## config.mk

```make
export PLATFORM = sky130hd
export DESIGN_NAME = bdl_branch_likely
export DESIGN_NICKNAME = d
export VERILOG_FILES = /design/src/verilog/bdl_unused_placeholder_none.v /design/src/verilog/bdl_decode.v /design/src/verilog/bdl_branch_likely.v
export VERILOG_INCLUDE_DIRS = /design/src /design/src/verilog
export SDC_FILE = /design/constraint.sdc
export NUM_CORES = 1
export LEC_CHECK = 0
export BUFFER_PORTS_ARGS = -buffer_cell sky130_fd_sc_hd__buf_2
export CAP_MARGIN = 20
export CORE_MARGIN = 2
export CORE_UTILIZATION = 53
export DETAILED_ROUTE_END_ITERATION = 6
export PLACE_DENSITY = 0.81
export SLEW_MARGIN = 40
export SYNTH_ARGS = -nofsm -noshare
export SYNTH_HDL_FRONTEND = slang
export SYNTH_SLANG_ARGS = --single-unit
```

## constraint.sdc

```tcl
create_clock -name i_clk -period 4.4 [get_ports i_clk]
set_input_delay 0.44 -clock i_clk [delete_from_list [all_inputs] [get_ports i_clk]]
set_output_delay 0.44 -clock i_clk [all_outputs]
set_load 0.05 [all_outputs]
```

## src/verilog/bdl_defines.vh

```
// constants for the branch likely resolution block
`ifndef BDL_DEFINES_VH
`define BDL_DEFINES_VH

// field positions inside the 32-bit instruction word
`define BDL_OP_HI        31
`define BDL_OP_LO        26
`define BDL_RS_HI        25
`define BDL_RS_LO        21
`define BDL_RT_HI        20
`define BDL_RT_LO        16
`define BDL_OFF_HI       15
`define BDL_OFF_LO       0

// major opcodes
`define BDL_OP_EQUAL_L   6'h14
`define BDL_OP_UNEQUAL_L 6'h15
`define BDL_OP_NONPOS_L  6'h16
`define BDL_OP_POS_L     6'h17
`define BDL_OP_REG_IMM   6'h01
`define BDL_OP_SYS_COP   6'h10

// sub-operation codes in the rt field of the register immediate opcode
`define BDL_SUB_NEG_L    5'h02
`define BDL_SUB_NNEG_L   5'h03
`define BDL_SUB_NEG_LL   5'h12
`define BDL_SUB_NNEG_LL  5'h13

// rs field selecting the condition-branch group of the system coprocessor
`define BDL_COP_BC       5'h08
// rt field condition selectors of the system coprocessor branch
`define BDL_COP_FALSE_L  5'h02
`define BDL_COP_TRUE_L   5'h03

// condition selectors
`define BDL_CND_EQ       3'h0
`define BDL_CND_NE       3'h1
`define BDL_CND_LEZ      3'h2
`define BDL_CND_GTZ      3'h3
`define BDL_CND_LTZ      3'h4
`define BDL_CND_GEZ      3'h5
`define BDL_CND_CPT      3'h6
`define BDL_CND_CPF      3'h7

// link register index and address steps in bytes
`define BDL_LINK_REG     5'h1F
`define BDL_STEP_SLOT    64'h0000_0000_0000_0004
`define BDL_STEP_LINK    64'h0000_0000_0000_0008

`endif

```

## src/verilog/bdl_unused_placeholder_none.v

```verilog
// no design content lives in this file

```

## src/verilog/bdl_decode.v

```verilog
// instruction decoder for the branch likely group
`timescale 1ns/1ps
`include "bdl_defines.vh"

module bdl_decode (
    input  wire [31:0] i_instr,
    output reg         o_hit,
    output reg  [2:0]  o_cond,
    output reg         o_link
);

    wire [5:0] op;
    wire [4:0] rs;
    wire [4:0] rt;

    assign op = i_instr[`BDL_OP_HI:`BDL_OP_LO];
    assign rs = i_instr[`BDL_RS_HI:`BDL_RS_LO];
    assign rt = i_instr[`BDL_RT_HI:`BDL_RT_LO];

    always @* begin
        o_hit  = 1'b0;
        o_cond = `BDL_CND_EQ;
        o_link = 1'b0;
        case (op)
            `BDL_OP_EQUAL_L: begin
                o_hit  = 1'b1;
                o_cond = `BDL_CND_EQ;
            end
            `BDL_OP_UNEQUAL_L: begin
                o_hit  = 1'b1;
                o_cond = `BDL_CND_NE;
            end
            `BDL_OP_NONPOS_L: begin
                o_hit  = 1'b1;
                o_cond = `BDL_CND_LEZ;
            end
            `BDL_OP_POS_L: begin
                o_hit  = 1'b1;
                o_cond = `BDL_CND_GTZ;
            end
            `BDL_OP_REG_IMM: begin
                case (rt)
                    `BDL_SUB_NEG_L: begin
                        o_hit  = 1'b1;
                        o_cond = `BDL_CND_LTZ;
                    end
                    `BDL_SUB_NNEG_L: begin
                        o_hit  = 1'b1;
                        o_cond = `BDL_CND_GEZ;
                    end
                    `BDL_SUB_NEG_LL: begin
                        o_hit  = 1'b1;
                        o_cond = `BDL_CND_LTZ;
                        o_link = 1'b1;
                    end
                    `BDL_SUB_NNEG_LL: begin
                        o_hit  = 1'b1;
                        o_cond = `BDL_CND_GEZ;
                        o_link = 1'b1;
                    end
                    default: begin
                        o_hit  = 1'b0;
                    end
                endcase
            end
            `BDL_OP_SYS_COP: begin
                if (rs == `BDL_COP_BC && rt == `BDL_COP_TRUE_L) begin
                    o_hit  = 1'b1;
                    o_cond = `BDL_CND_CPT;
                end else if (rs == `BDL_COP_BC && rt == `BDL_COP_FALSE_L) begin
                    o_hit  = 1'b1;
                    o_cond = `BDL_CND_CPF;
                end
            end
            default: begin
                o_hit  = 1'b0;
            end
        endcase
    end

endmodule

```

## src/verilog/bdl_branch_likely.v

```verilog
// branch likely resolution between register fetch and instruction fetch
//
// Overview of operation
// RULE1 - equal likely branch taken on equal operands
// RULE2 - unequal likely branch taken on differing operands
// RULE3 - nonpositive likely branch on signed zero/negative
// RULE4 - positive likely branch only on strictly positive
// RULE5 - sign tests: negative, or non-negative, branches
// RULE6 - link forms write return address to register 31
// RULE7 - coprocessor true form branches on condition high
// RULE8 - coprocessor false form branches on condition low
// RULE9 - target: slot address plus shifted extended offset
// RULE10 - redirect only after exactly one delay slot
// RULE11 - failed condition cancels slot, continue sequentially
// RULE12 - non-likely branches never cancel their slot
// RULE13 - resolve across register fetch into execute
// RULE14 - link written whether or not branch taken
`timescale 1ns/1ps
`include "bdl_defines.vh"

module bdl_branch_likely (
    input  wire        i_clk,
    input  wire        i_srst,
    input  wire        i_rf_valid,
    input  wire [31:0] i_rf_instr,
    input  wire [63:0] i_rf_pc,
    input  wire [63:0] i_rs_val,
    input  wire [63:0] i_rt_val,
    input  wire        i_cop_cond,
    output wire        o_busy,
    output reg         o_redirect,
    output reg  [63:0] o_target,
    output reg         o_nullify,
    output reg         o_link_we,
    output reg  [4:0]  o_link_idx,
    output reg  [63:0] o_link_data
);

    ////////////////////////////////////////////////////////////////////////
    // resolution states

    localparam ST_IDLE    = 1'b0;
    localparam ST_RESOLVE = 1'b1;

    ////////////////////////////////////////////////////////////////////////
    // helpers

    function is_negative;
        input [63:0] val;
        begin
            is_negative = val[63];
        end
    endfunction

    function is_zero;
        input [63:0] val;
        begin
            is_zero = (val == 64'h0000_0000_0000_0000);
        end
    endfunction

    ////////////////////////////////////////////////////////////////////////
    // decode in register fetch

    wire       dec_hit;
    wire [2:0] dec_cond;
    wire       dec_link;

    bdl_decode u_decode (
        .i_instr (i_rf_instr),
        .o_hit   (dec_hit),
        .o_cond  (dec_cond),
        .o_link  (dec_link)
    );

    reg        state;
    reg        next_state;
    reg        taken;
    reg        next_taken;
    reg [63:0] target;
    reg [63:0] next_target;
    reg        cond_met;
    reg        slot_here;
    reg        accept;

    wire [63:0] slot_addr;
    wire [63:0] offset_ext;
    wire [63:0] link_addr;

    // RULE9 target arithmetic
    assign offset_ext = {{46{i_rf_instr[`BDL_OFF_HI]}},
                         i_rf_instr[`BDL_OFF_HI:`BDL_OFF_LO], 2'b00};
    assign slot_addr  = i_rf_pc + `BDL_STEP_SLOT;
    // RULE6 return address past slot
    assign link_addr  = i_rf_pc + `BDL_STEP_LINK;

    always @* begin
        cond_met = 1'b0;
        case (dec_cond)
            // RULE1 equal compare
            `BDL_CND_EQ:  cond_met = (i_rs_val == i_rt_val);
            // RULE2 unequal compare
            `BDL_CND_NE:  cond_met = (i_rs_val != i_rt_val);
            // RULE3 zero or negative
            `BDL_CND_LEZ: cond_met = is_negative(i_rs_val) | is_zero(i_rs_val);
            // RULE4 strictly positive only
            `BDL_CND_GTZ: cond_met = ~is_negative(i_rs_val) & ~is_zero(i_rs_val);
            // RULE5 sign test forms
            `BDL_CND_LTZ: cond_met = is_negative(i_rs_val);
            `BDL_CND_GEZ: cond_met = ~is_negative(i_rs_val);
            // RULE7 coprocessor condition high
            `BDL_CND_CPT: cond_met = i_cop_cond;
            // RULE8 coprocessor condition low
            `BDL_CND_CPF: cond_met = ~i_cop_cond;
            default:      cond_met = 1'b0;
        endcase
    end

    ////////////////////////////////////////////////////////////////////////
    // resolution sequencing

    always @* begin
        // the slot instruction occupies register fetch while branch is in execute
        slot_here   = (state == ST_RESOLVE) & i_rf_valid;
        // a cancelled slot must never be decoded as a new branch
        accept      = i_rf_valid & dec_hit & (state == ST_IDLE);
        next_state  = state;
        next_taken  = taken;
        next_target = target;
        case (state)
            ST_IDLE: begin
                // RULE13 latch compare result into execute
                if (accept) begin
                    next_state  = ST_RESOLVE;
                    next_taken  = cond_met;
                    next_target = slot_addr + offset_ext;
                end
            end
            ST_RESOLVE: begin
                // RULE10 wait for exactly one slot
                if (slot_here) begin
                    next_state = ST_IDLE;
                end
            end
            default: begin
                next_state = ST_IDLE;
            end
        endcase
    end

    always @(posedge i_clk) begin
        if (i_srst) begin
            state  <= ST_IDLE;
            taken  <= 1'b0;
            target <= 64'h0000_0000_0000_0000;
        end else begin
            state  <= next_state;
            taken  <= next_taken;
            target <= next_target;
        end
    end

    assign o_busy = (state == ST_RESOLVE);

    // link forms write their return address as soon as they are accepted
    wire link_now;
    assign link_now = accept & dec_link;

    ////////////////////////////////////////////////////////////////////////
    // outputs toward fetch, the slot and the register file

    // RULE10 redirect once slot has passed
    always @(posedge i_clk) begin
        if (i_srst) begin
            o_redirect <= 1'b0;
        end else begin
            o_redirect <= slot_here & taken;
        end
    end

    // RULE9 target held for fetch
    always @(posedge i_clk) begin
        if (i_srst) begin
            o_target <= 64'h0000_0000_0000_0000;
        end else if (slot_here) begin
            o_target <= target;
        end
    end

    // RULE11 cancel slot on failed condition
    // RULE12 only likely forms are ever decoded here
    always @(posedge i_clk) begin
        if (i_srst) begin
            o_nullify <= 1'b0;
        end else begin
            o_nullify <= slot_here & ~taken;
        end
    end

    ////////////////////////////////////////////////////////////////////////
    // link register write

    // RULE14 link written regardless of outcome
    always @(posedge i_clk) begin
        if (i_srst) begin
            o_link_we <= 1'b0;
        end else begin
            o_link_we <= link_now;
        end
    end

    // RULE6 index of register 31
    always @(posedge i_clk) begin
        if (i_srst) begin
            o_link_idx <= 5'h00;
        end else if (link_now) begin
            o_link_idx <= `BDL_LINK_REG;
        end
    end

    // RULE6 return address past slot
    always @(posedge i_clk) begin
        if (i_srst) begin
            o_link_data <= 64'h0000_0000_0000_0000;
        end else if (link_now) begin
            o_link_data <= link_addr;
        end
    end

endmodule

```

==> results by group, run 1 <==
Drt
  • Drt total wl: 41800 um
  • Initial detailed-routing violation count: 846
  • Wire per inst: 19.1 um
  • Vias: 12900
  • First-pass DRT Iterations: 5
  • Via density: 5.89
  • DRC viols: 0
  • Post-route ant nets: 0

Placed design
  • DP Worst Slack: 0.383 ns
  • RePlAce Congestion: 1.00
  • Post-DP HPWL: 32900 um
  • Dpl cells: 2153
  • I/O Buffers: 364

Synthesis
  • Syn Area/Cell: 8.44 um2
  • Seq/Total Area, Yosys: 30.7%
  • Total nets after synthesis: 1883
  • Most common cell in the netlist: dfxtp_1
  • Post-synth EDFFs: 0
  • Main synth FF type: dfxtp_1
  • Synthesized cell area: 0.0129 mm2
  • Share of the synthesized area in the top cell type: 30.7%
  • Yosys warnings: 0
  • Syn Inst Count: 1532
  • Fraction of registers with async set/reset: 0%
  • #FFs+latches synth: 198
  • Cell type with the largest total area after synthesis: dfxtp_1
  • Synth cell count leaders: dfxtp_1, nand2_1, ha_1
  • Yosys cell types: 78
  • Area contributors post-synth: dfxtp_1, ha_1, xor2_1

GRT
  • First-pass GRT wire length: 65400 um
  • Antenna violations before repair: 2
  • Largest net degree at the start of global routing: 79
  • GR Overflow Total: 0
  • Gr usage total: 31.6%
  • Number of global-route vias before repair: 12500

Floorplan
  • DIE HEIGHT: 160 um
  • Row cnt: 57
  • Core area: 0.0241 mm2
  • Initial Util: 53.6%
  • I/O pin cnt: 365
  • Die ar.: 0.0257 mm2
  • Chip Width: 160 um

Critical path
  • CP Max Fanout: 10
  • Reg2reg end: o_link_data[60]
  • Worst R2R Start: o_busy
  • Worst EP required: 4.71 ns
  • Worst-case reg-to-reg path depth: 5
  • CP startpoint kind: input port
  • Worst setup EP type: flop
  • Crit path kind: in2reg
  • Flop-to-flop setup slack: 2.33 ns
  • Worst Path Arrival: 3.91 ns

Min path
  • Hold Path Class: in2reg
  • Hold path endpoint: target[1]
  • Hold depth: 3
  • Hold Startpoint: i_rf_pc[1]

Clocking
  • Clock slew at reported path FFs: 0.07 ns
  • H-tree depth: 4
  • # hold bufs at CTS: 0
  • Clock sink count: 198
  • CTS tree: done
  • CTS Buffer Depth: 2
  • Total CTS buffers: 17
  • Clk_lat worst skew: 0.44 ns
  • Post-CTS Setup Bufs: 0
  • Cts repair resizes: 0
  • Clk root buf: clkbuf_16

Pwr
  • Leakage: 6.89 nW
  • PwrDens: 290 mW/mm2
  • Total Power: 4.51 mW
  • Worst VDD drop: 212 uV

Timing
  • RSZ-0062 raised after global routing: false
  • Final worst slack: 0.800 ns
  • # setup viols final: 0
  • Final Skew: 0.0149 ns
  • Tcrit/Tclk final: 81.8%
  • Final setup TNS: 0 ns
  • Worst Max-Slew Pin Slew: 0.769 ns
  • Final count of pins violating max slew: 0
  • Achievable clock frequency: 278 MHz
  • Crit path time final: 3.60 ns
  • Rel. slew slack: 48.3%
  • Fin. Hold Viols: 0

Cells and area
  • Fin cells: 2187
  • Fill cells: 2173
  • Final net count: 2199
  • Share of cells above drive strength 1: 23.5%
  • Area Overhead vs Synth: 20.3%

Outcome
  • Status: complete, no violations

Job
  • Number of max-cap violations: 0
## cell families after synthesis
group,Yosys count,share of synthesized area (%)
compound gates,444,23.3
xor+xnor,160,10.8
fa+ha+maj,123,12.0
buf+inv,108,3.51
flops,198,30.7
mux,2,0.155
simple gates,497,19.6
## metal layers
metal	vias to the layer above	global-route usage [%]	routed length [um]
li1	6285	-	-
met3	85	6.18	2830
met5	-	0	0
met4	0	11.8	1400
met1	6017	40.3	18000
met2	492	53.2	19500
## registers in the layout, indices dropped and copies added (netlist names)
name / flops
o_redirect: 1
o_link_we: 1
o_target: 64
taken: 1
target: 64
o_link_data: 64
o_nullify: 1
o_link_idx: 1
o_busy: 1
## area by class of cell
class	count	area, um2	area share, %
Clock inverter	12	111	0.716
Antenna cell	2	5.00	0.0322
Multi-Input combinational cell	1226	8540	54.9
Sequential cell	198	3960	25.5
Timing Repair Buffer	381	1980	12.7
Tap cell	324	405	2.61
Inverter	24	90.1	0.579
Clock buffer	20	457	2.94
## worst max-delay path by stage
stage | startpoint | end | slack [ns]
floorplan | i_rf_instr[15] | target[60] | 1.26
global placement | i_rf_instr[15] | target[58] | 0.47
detailed placement | i_rf_instr[15] | target[58] | 0.38
CTS | i_rf_instr[15] | target[58] | 0.83
global route | i_rf_instr[15] | target[58] | 0.51
finish | i_rf_instr[15] | target[58] | 0.80
## per-stage QoR
stage / area [um2] / util, % / hold slack (ns)
4_1_cts: 15500 / 64.5 / 0.234
3_5_place_dp: 15000 / 62.1 / 0.439
3_3_place_gp: 14900 / 62.0 / 0.438
5_1_grt: 15500 / 64.5 / 0.235
2_1_floorplan: 12900 / - / 0.412
6_report: 15500 / 64.5 / 0.247
## cells in the final DEF (no fill, tap or decap), types with 16 or more instances in the layout
cell	count
ha_1	122
o21ai_0	50
clkbuf_16	17
xor2_1	111
dfxtp_1	198
buf_4	16
a21oi_1	116
a211oi_1	62
o21ai_1	22
nand4_1	36
buf_2	363
nor4_1	39
inv_1	24
nand2_1	146
a22o_1	65
xnor2_1	49
and3_1	25
nand3_1	47
a21o_1	32
nor2_1	118
a31oi_1	18
## power breakdown
| part | internal, mW | leakage (nW) | switching [mW] | total, mW |
|---|---|---|---|---|
| clock | 0.778 | 0.271 | 0.779 | 1.56 |
| combinational | 0.449 | 5.03 | 0.696 | 1.14 |
| sequential | 1.80 | 1.60 | 0.00713 | 1.81 |
| total | 3.03 | 6.89 | 1.48 | 4.51 |
## critical path: stages
cell and delay, ns:
buf_2 0.18, ha_1 0.32, ha_1 0.44, nand3_1 0.16, nor4_1 0.58, nand4_1 0.17
o21ai_1 0.34, o2111ai_1 0.24, a211oi_1 0.63, o21ai_1 0.17, xor2_1 0.17, o21ai_1 0.07
(Power assumes the default switching activity.)
==> run 2: changes to the inputs <==
==> constraint.sdc (replaced) <==
create_clock -name i_clk -period 3.35 [get_ports i_clk]
set_input_delay 0.335 -clock i_clk [delete_from_list [all_inputs] [get_ports i_clk]]
set_output_delay 0.335 -clock i_clk [all_outputs]
set_load 0.05 [all_outputs]
==> run 2 against run 1 <==
Compared with the run above: the run now ends with DRC left; via count increased by 4.4%; highest routed layer unchanged; clock power increased by 40%; combinational power increased by 49%; register-to-register slack got worse by 0.77 ns; design area increased by 5.7%; flip-flop and latch count unchanged; global-route usage increased by 0.91 points; die area unchanged; critical path type unchanged.
==> results by group, run 2 (synthesized netlist as in run 1, its figures left out) <==
Outcome
  • Status: complete, but fails checks
  • Failing checks: DRC

Clocking
  • Total CTS buffers: 17 (unchanged)
  • CTS Buffer Depth: 2 (unchanged)
  • Clk root buf: clkbuf_16
  • Clock sink count: 198 (unchanged)
  • CTS tree: done
  • Cts repair resizes: 0 (unchanged)
  • H-tree depth: 4 (unchanged)
  • Post-CTS Setup Bufs: 0 (unchanged)
  • Clock slew at reported path FFs: 0.08 ns (about the same)
  • Clk_lat worst skew: 0.45 ns (about the same)
  • # hold bufs at CTS: 0 (unchanged)

Placed design
  • I/O Buffers: 364 (unchanged)
  • DP Worst Slack: -0.178 ns (-0.561 ns)
  • Post-DP HPWL: 34500 um (+5.1%)
  • RePlAce Congestion: 0.980 (-2.5%)
  • Dpl cells: 2260 (+5.0%)

Timing
  • Fin. Hold Viols: 0 (unchanged)
  • Final setup TNS: 0 ns (unchanged)
  • Final count of pins violating max slew: 0 (unchanged)
  • Tcrit/Tclk final: 91.8%
  • Worst Max-Slew Pin Slew: 0.834 ns (+0.0642 ns)
  • Final Skew: 0.0209 ns (+0.00597 ns)
  • Crit path time final: 3.07 ns
  • Achievable clock frequency: 325 MHz
  • # setup viols final: 0 (unchanged)
  • Final worst slack: 0.276 ns (-0.524 ns)
  • Rel. slew slack: 44.3% (-4.0 points)
  • RSZ-0062 raised after global routing: false

Drt
  • Post-route ant nets: 0 (unchanged)
  • DRC viols: 1 (+1)
  • Vias: 13500 (+4.4%)
  • Drt total wl: 43500 um (+4.3%)
  • First-pass DRT Iterations: 7 (+2)
  • Via density: 5.86 (-0.56%)
  • Initial detailed-routing violation count: 990 (+17%)
  • Wire per inst: 19.0 um (-0.74%)

Critical path
  • Worst EP required: 3.68 ns (-1.03 ns)
  • Slowest-stage cell, CP: a2111oi_1
  • CP Max Fanout: 14 (+4)
  • Top delay family on crit path: compound AO/OA/AOI/OAI gates
  • Worst-path cell chain: clkbuf_4, buf_4, ha_1, ha_1, a21o_1, a21o_1, a21oi_1, o21ai_1, a2111oi_1, buf_4, a21oi_1, a31oi_1, xor2_1, o21ai_1
  • CP startpoint kind: input port
  • Max incr delay on CP: 0.49 ns (-0.14 ns)
  • Worst setup EP type: flop
  • Worst Path Arrival: 3.40 ns (-0.51 ns)
  • Crit path kind: in2reg
  • WP buf/inv: 3 (+2)

Cells and area
  • Area Overhead vs Synth: 27.1%
  • Share of cells above drive strength 1: 27.7% (+4.2 points)
  • Final net count: 2306 (+4.9%)
  • Fill cells: 2054 (-5.5%)
  • Fin cells: 2297 (+5.0%)
  • Regs by FF count: o_link_data x64, o_target x64, target x64
  • Most common cell after layout, fill and taps aside: buf_2
  • Storage cell area: 0.00396 mm2 (unchanged)
  • Multi-input logic area: 0.00854 mm2 (about the same)
  • Most frequent cells in the layout: buf_2, dfxtp_1, nand2_1, ha_1, buf_4
  • Final Util: 68.2% (+3.7 points)

GRT
  • GR Overflow Total: 0 (unchanged)
  • Number of global-route vias before repair: 12900 (+3.8%)
  • Gr usage total: 32.5% (+0.91 points)
  • First-pass GRT wire length: 67500 um (+3.2%)
  • Largest net degree at the start of global routing: 77 (-2.5%)
  • Antenna violations before repair: 5 (+3)

Pwr
  • Worst VDD drop: 306 uV (+44%)
  • PwrDens: 381 mW/mm2 (+31%)
  • Leakage: 7.45 nW (+8.0%)
  • Total Power: 6.27 mW (+39%)

Floorplan
  • Initial Util: 53.6% (unchanged)
  • I/O pin cnt: 365 (unchanged)
  • Core area: 0.0241 mm2 (unchanged)
  • DIE HEIGHT: 160 um (unchanged)
  • Die ar.: 0.0257 mm2 (unchanged)
  • Chip Width: 160 um (unchanged)
  • Row cnt: 57 (unchanged)

Job
  • Number of max-cap violations: 0 (unchanged)

Min path
  • Hold Path Class: in2reg
## run 2: per-layer routing
layer	part of all wire, %	vias to the layer above	track usage (%)	wire length [um]
met5	0	-	0	0
met4	3.7	0	13.2	1630
met3	6.6	90	5.32	2860
met2	47	531	55.7	20500
met1	43	6319	40.8	18500
li1	-	6511	-	-
## run 2: path summary, 6_finish.rpt
kind	startpoint	to	slack, ns	cells past startpoint
max reg2reg	o_busy	target[18]	1.56	4
min reg2reg	taken	o_nullify	0.44	1
min	i_rf_pc[2]	o_link_data[2]	0.14	3
max	i_rf_instr[15]	target[50]	0.28	14
## run 2: final cells by class
| cell class | count | share of cell area, % |
|---|---|---|
| clock buffer | 17 | 2.59 |
| multi-input combinational | 1226 | 52.0 |
| timing repair buffer | 488 | 17.0 |
| tap | 324 | 2.47 |
| antenna | 5 | 0.0761 |
| inverter | 24 | 0.548 |
| sequential | 198 | 24.1 |
| clock inverter | 15 | 1.20 |
## run 2: metrics by stage
step / hold slack (ns) / instance area (um2)
3_5_place_dp: 0.443 / 15800
4_1_cts: 0.137 / 16400
3_3_place_gp: 0.434 / 15800
5_1_grt: 0.148 / 16400
6_report: 0.139 / 16400
2_1_floorplan: 0.412 / 12900
## run 2: power breakdown
group          internal (mW)  total [mW]  switching, mW  leakage (nW)
combinational          0.741        1.70          0.962          5.55
sequential              2.37        2.38         0.0103          1.60
clock                   1.09        2.19           1.10         0.303
## run 2: worst min-delay path, cell delays in order
cell and delay, ns:
buf_2 0.11, nand2_1 0.05, a21oi_1 0.05
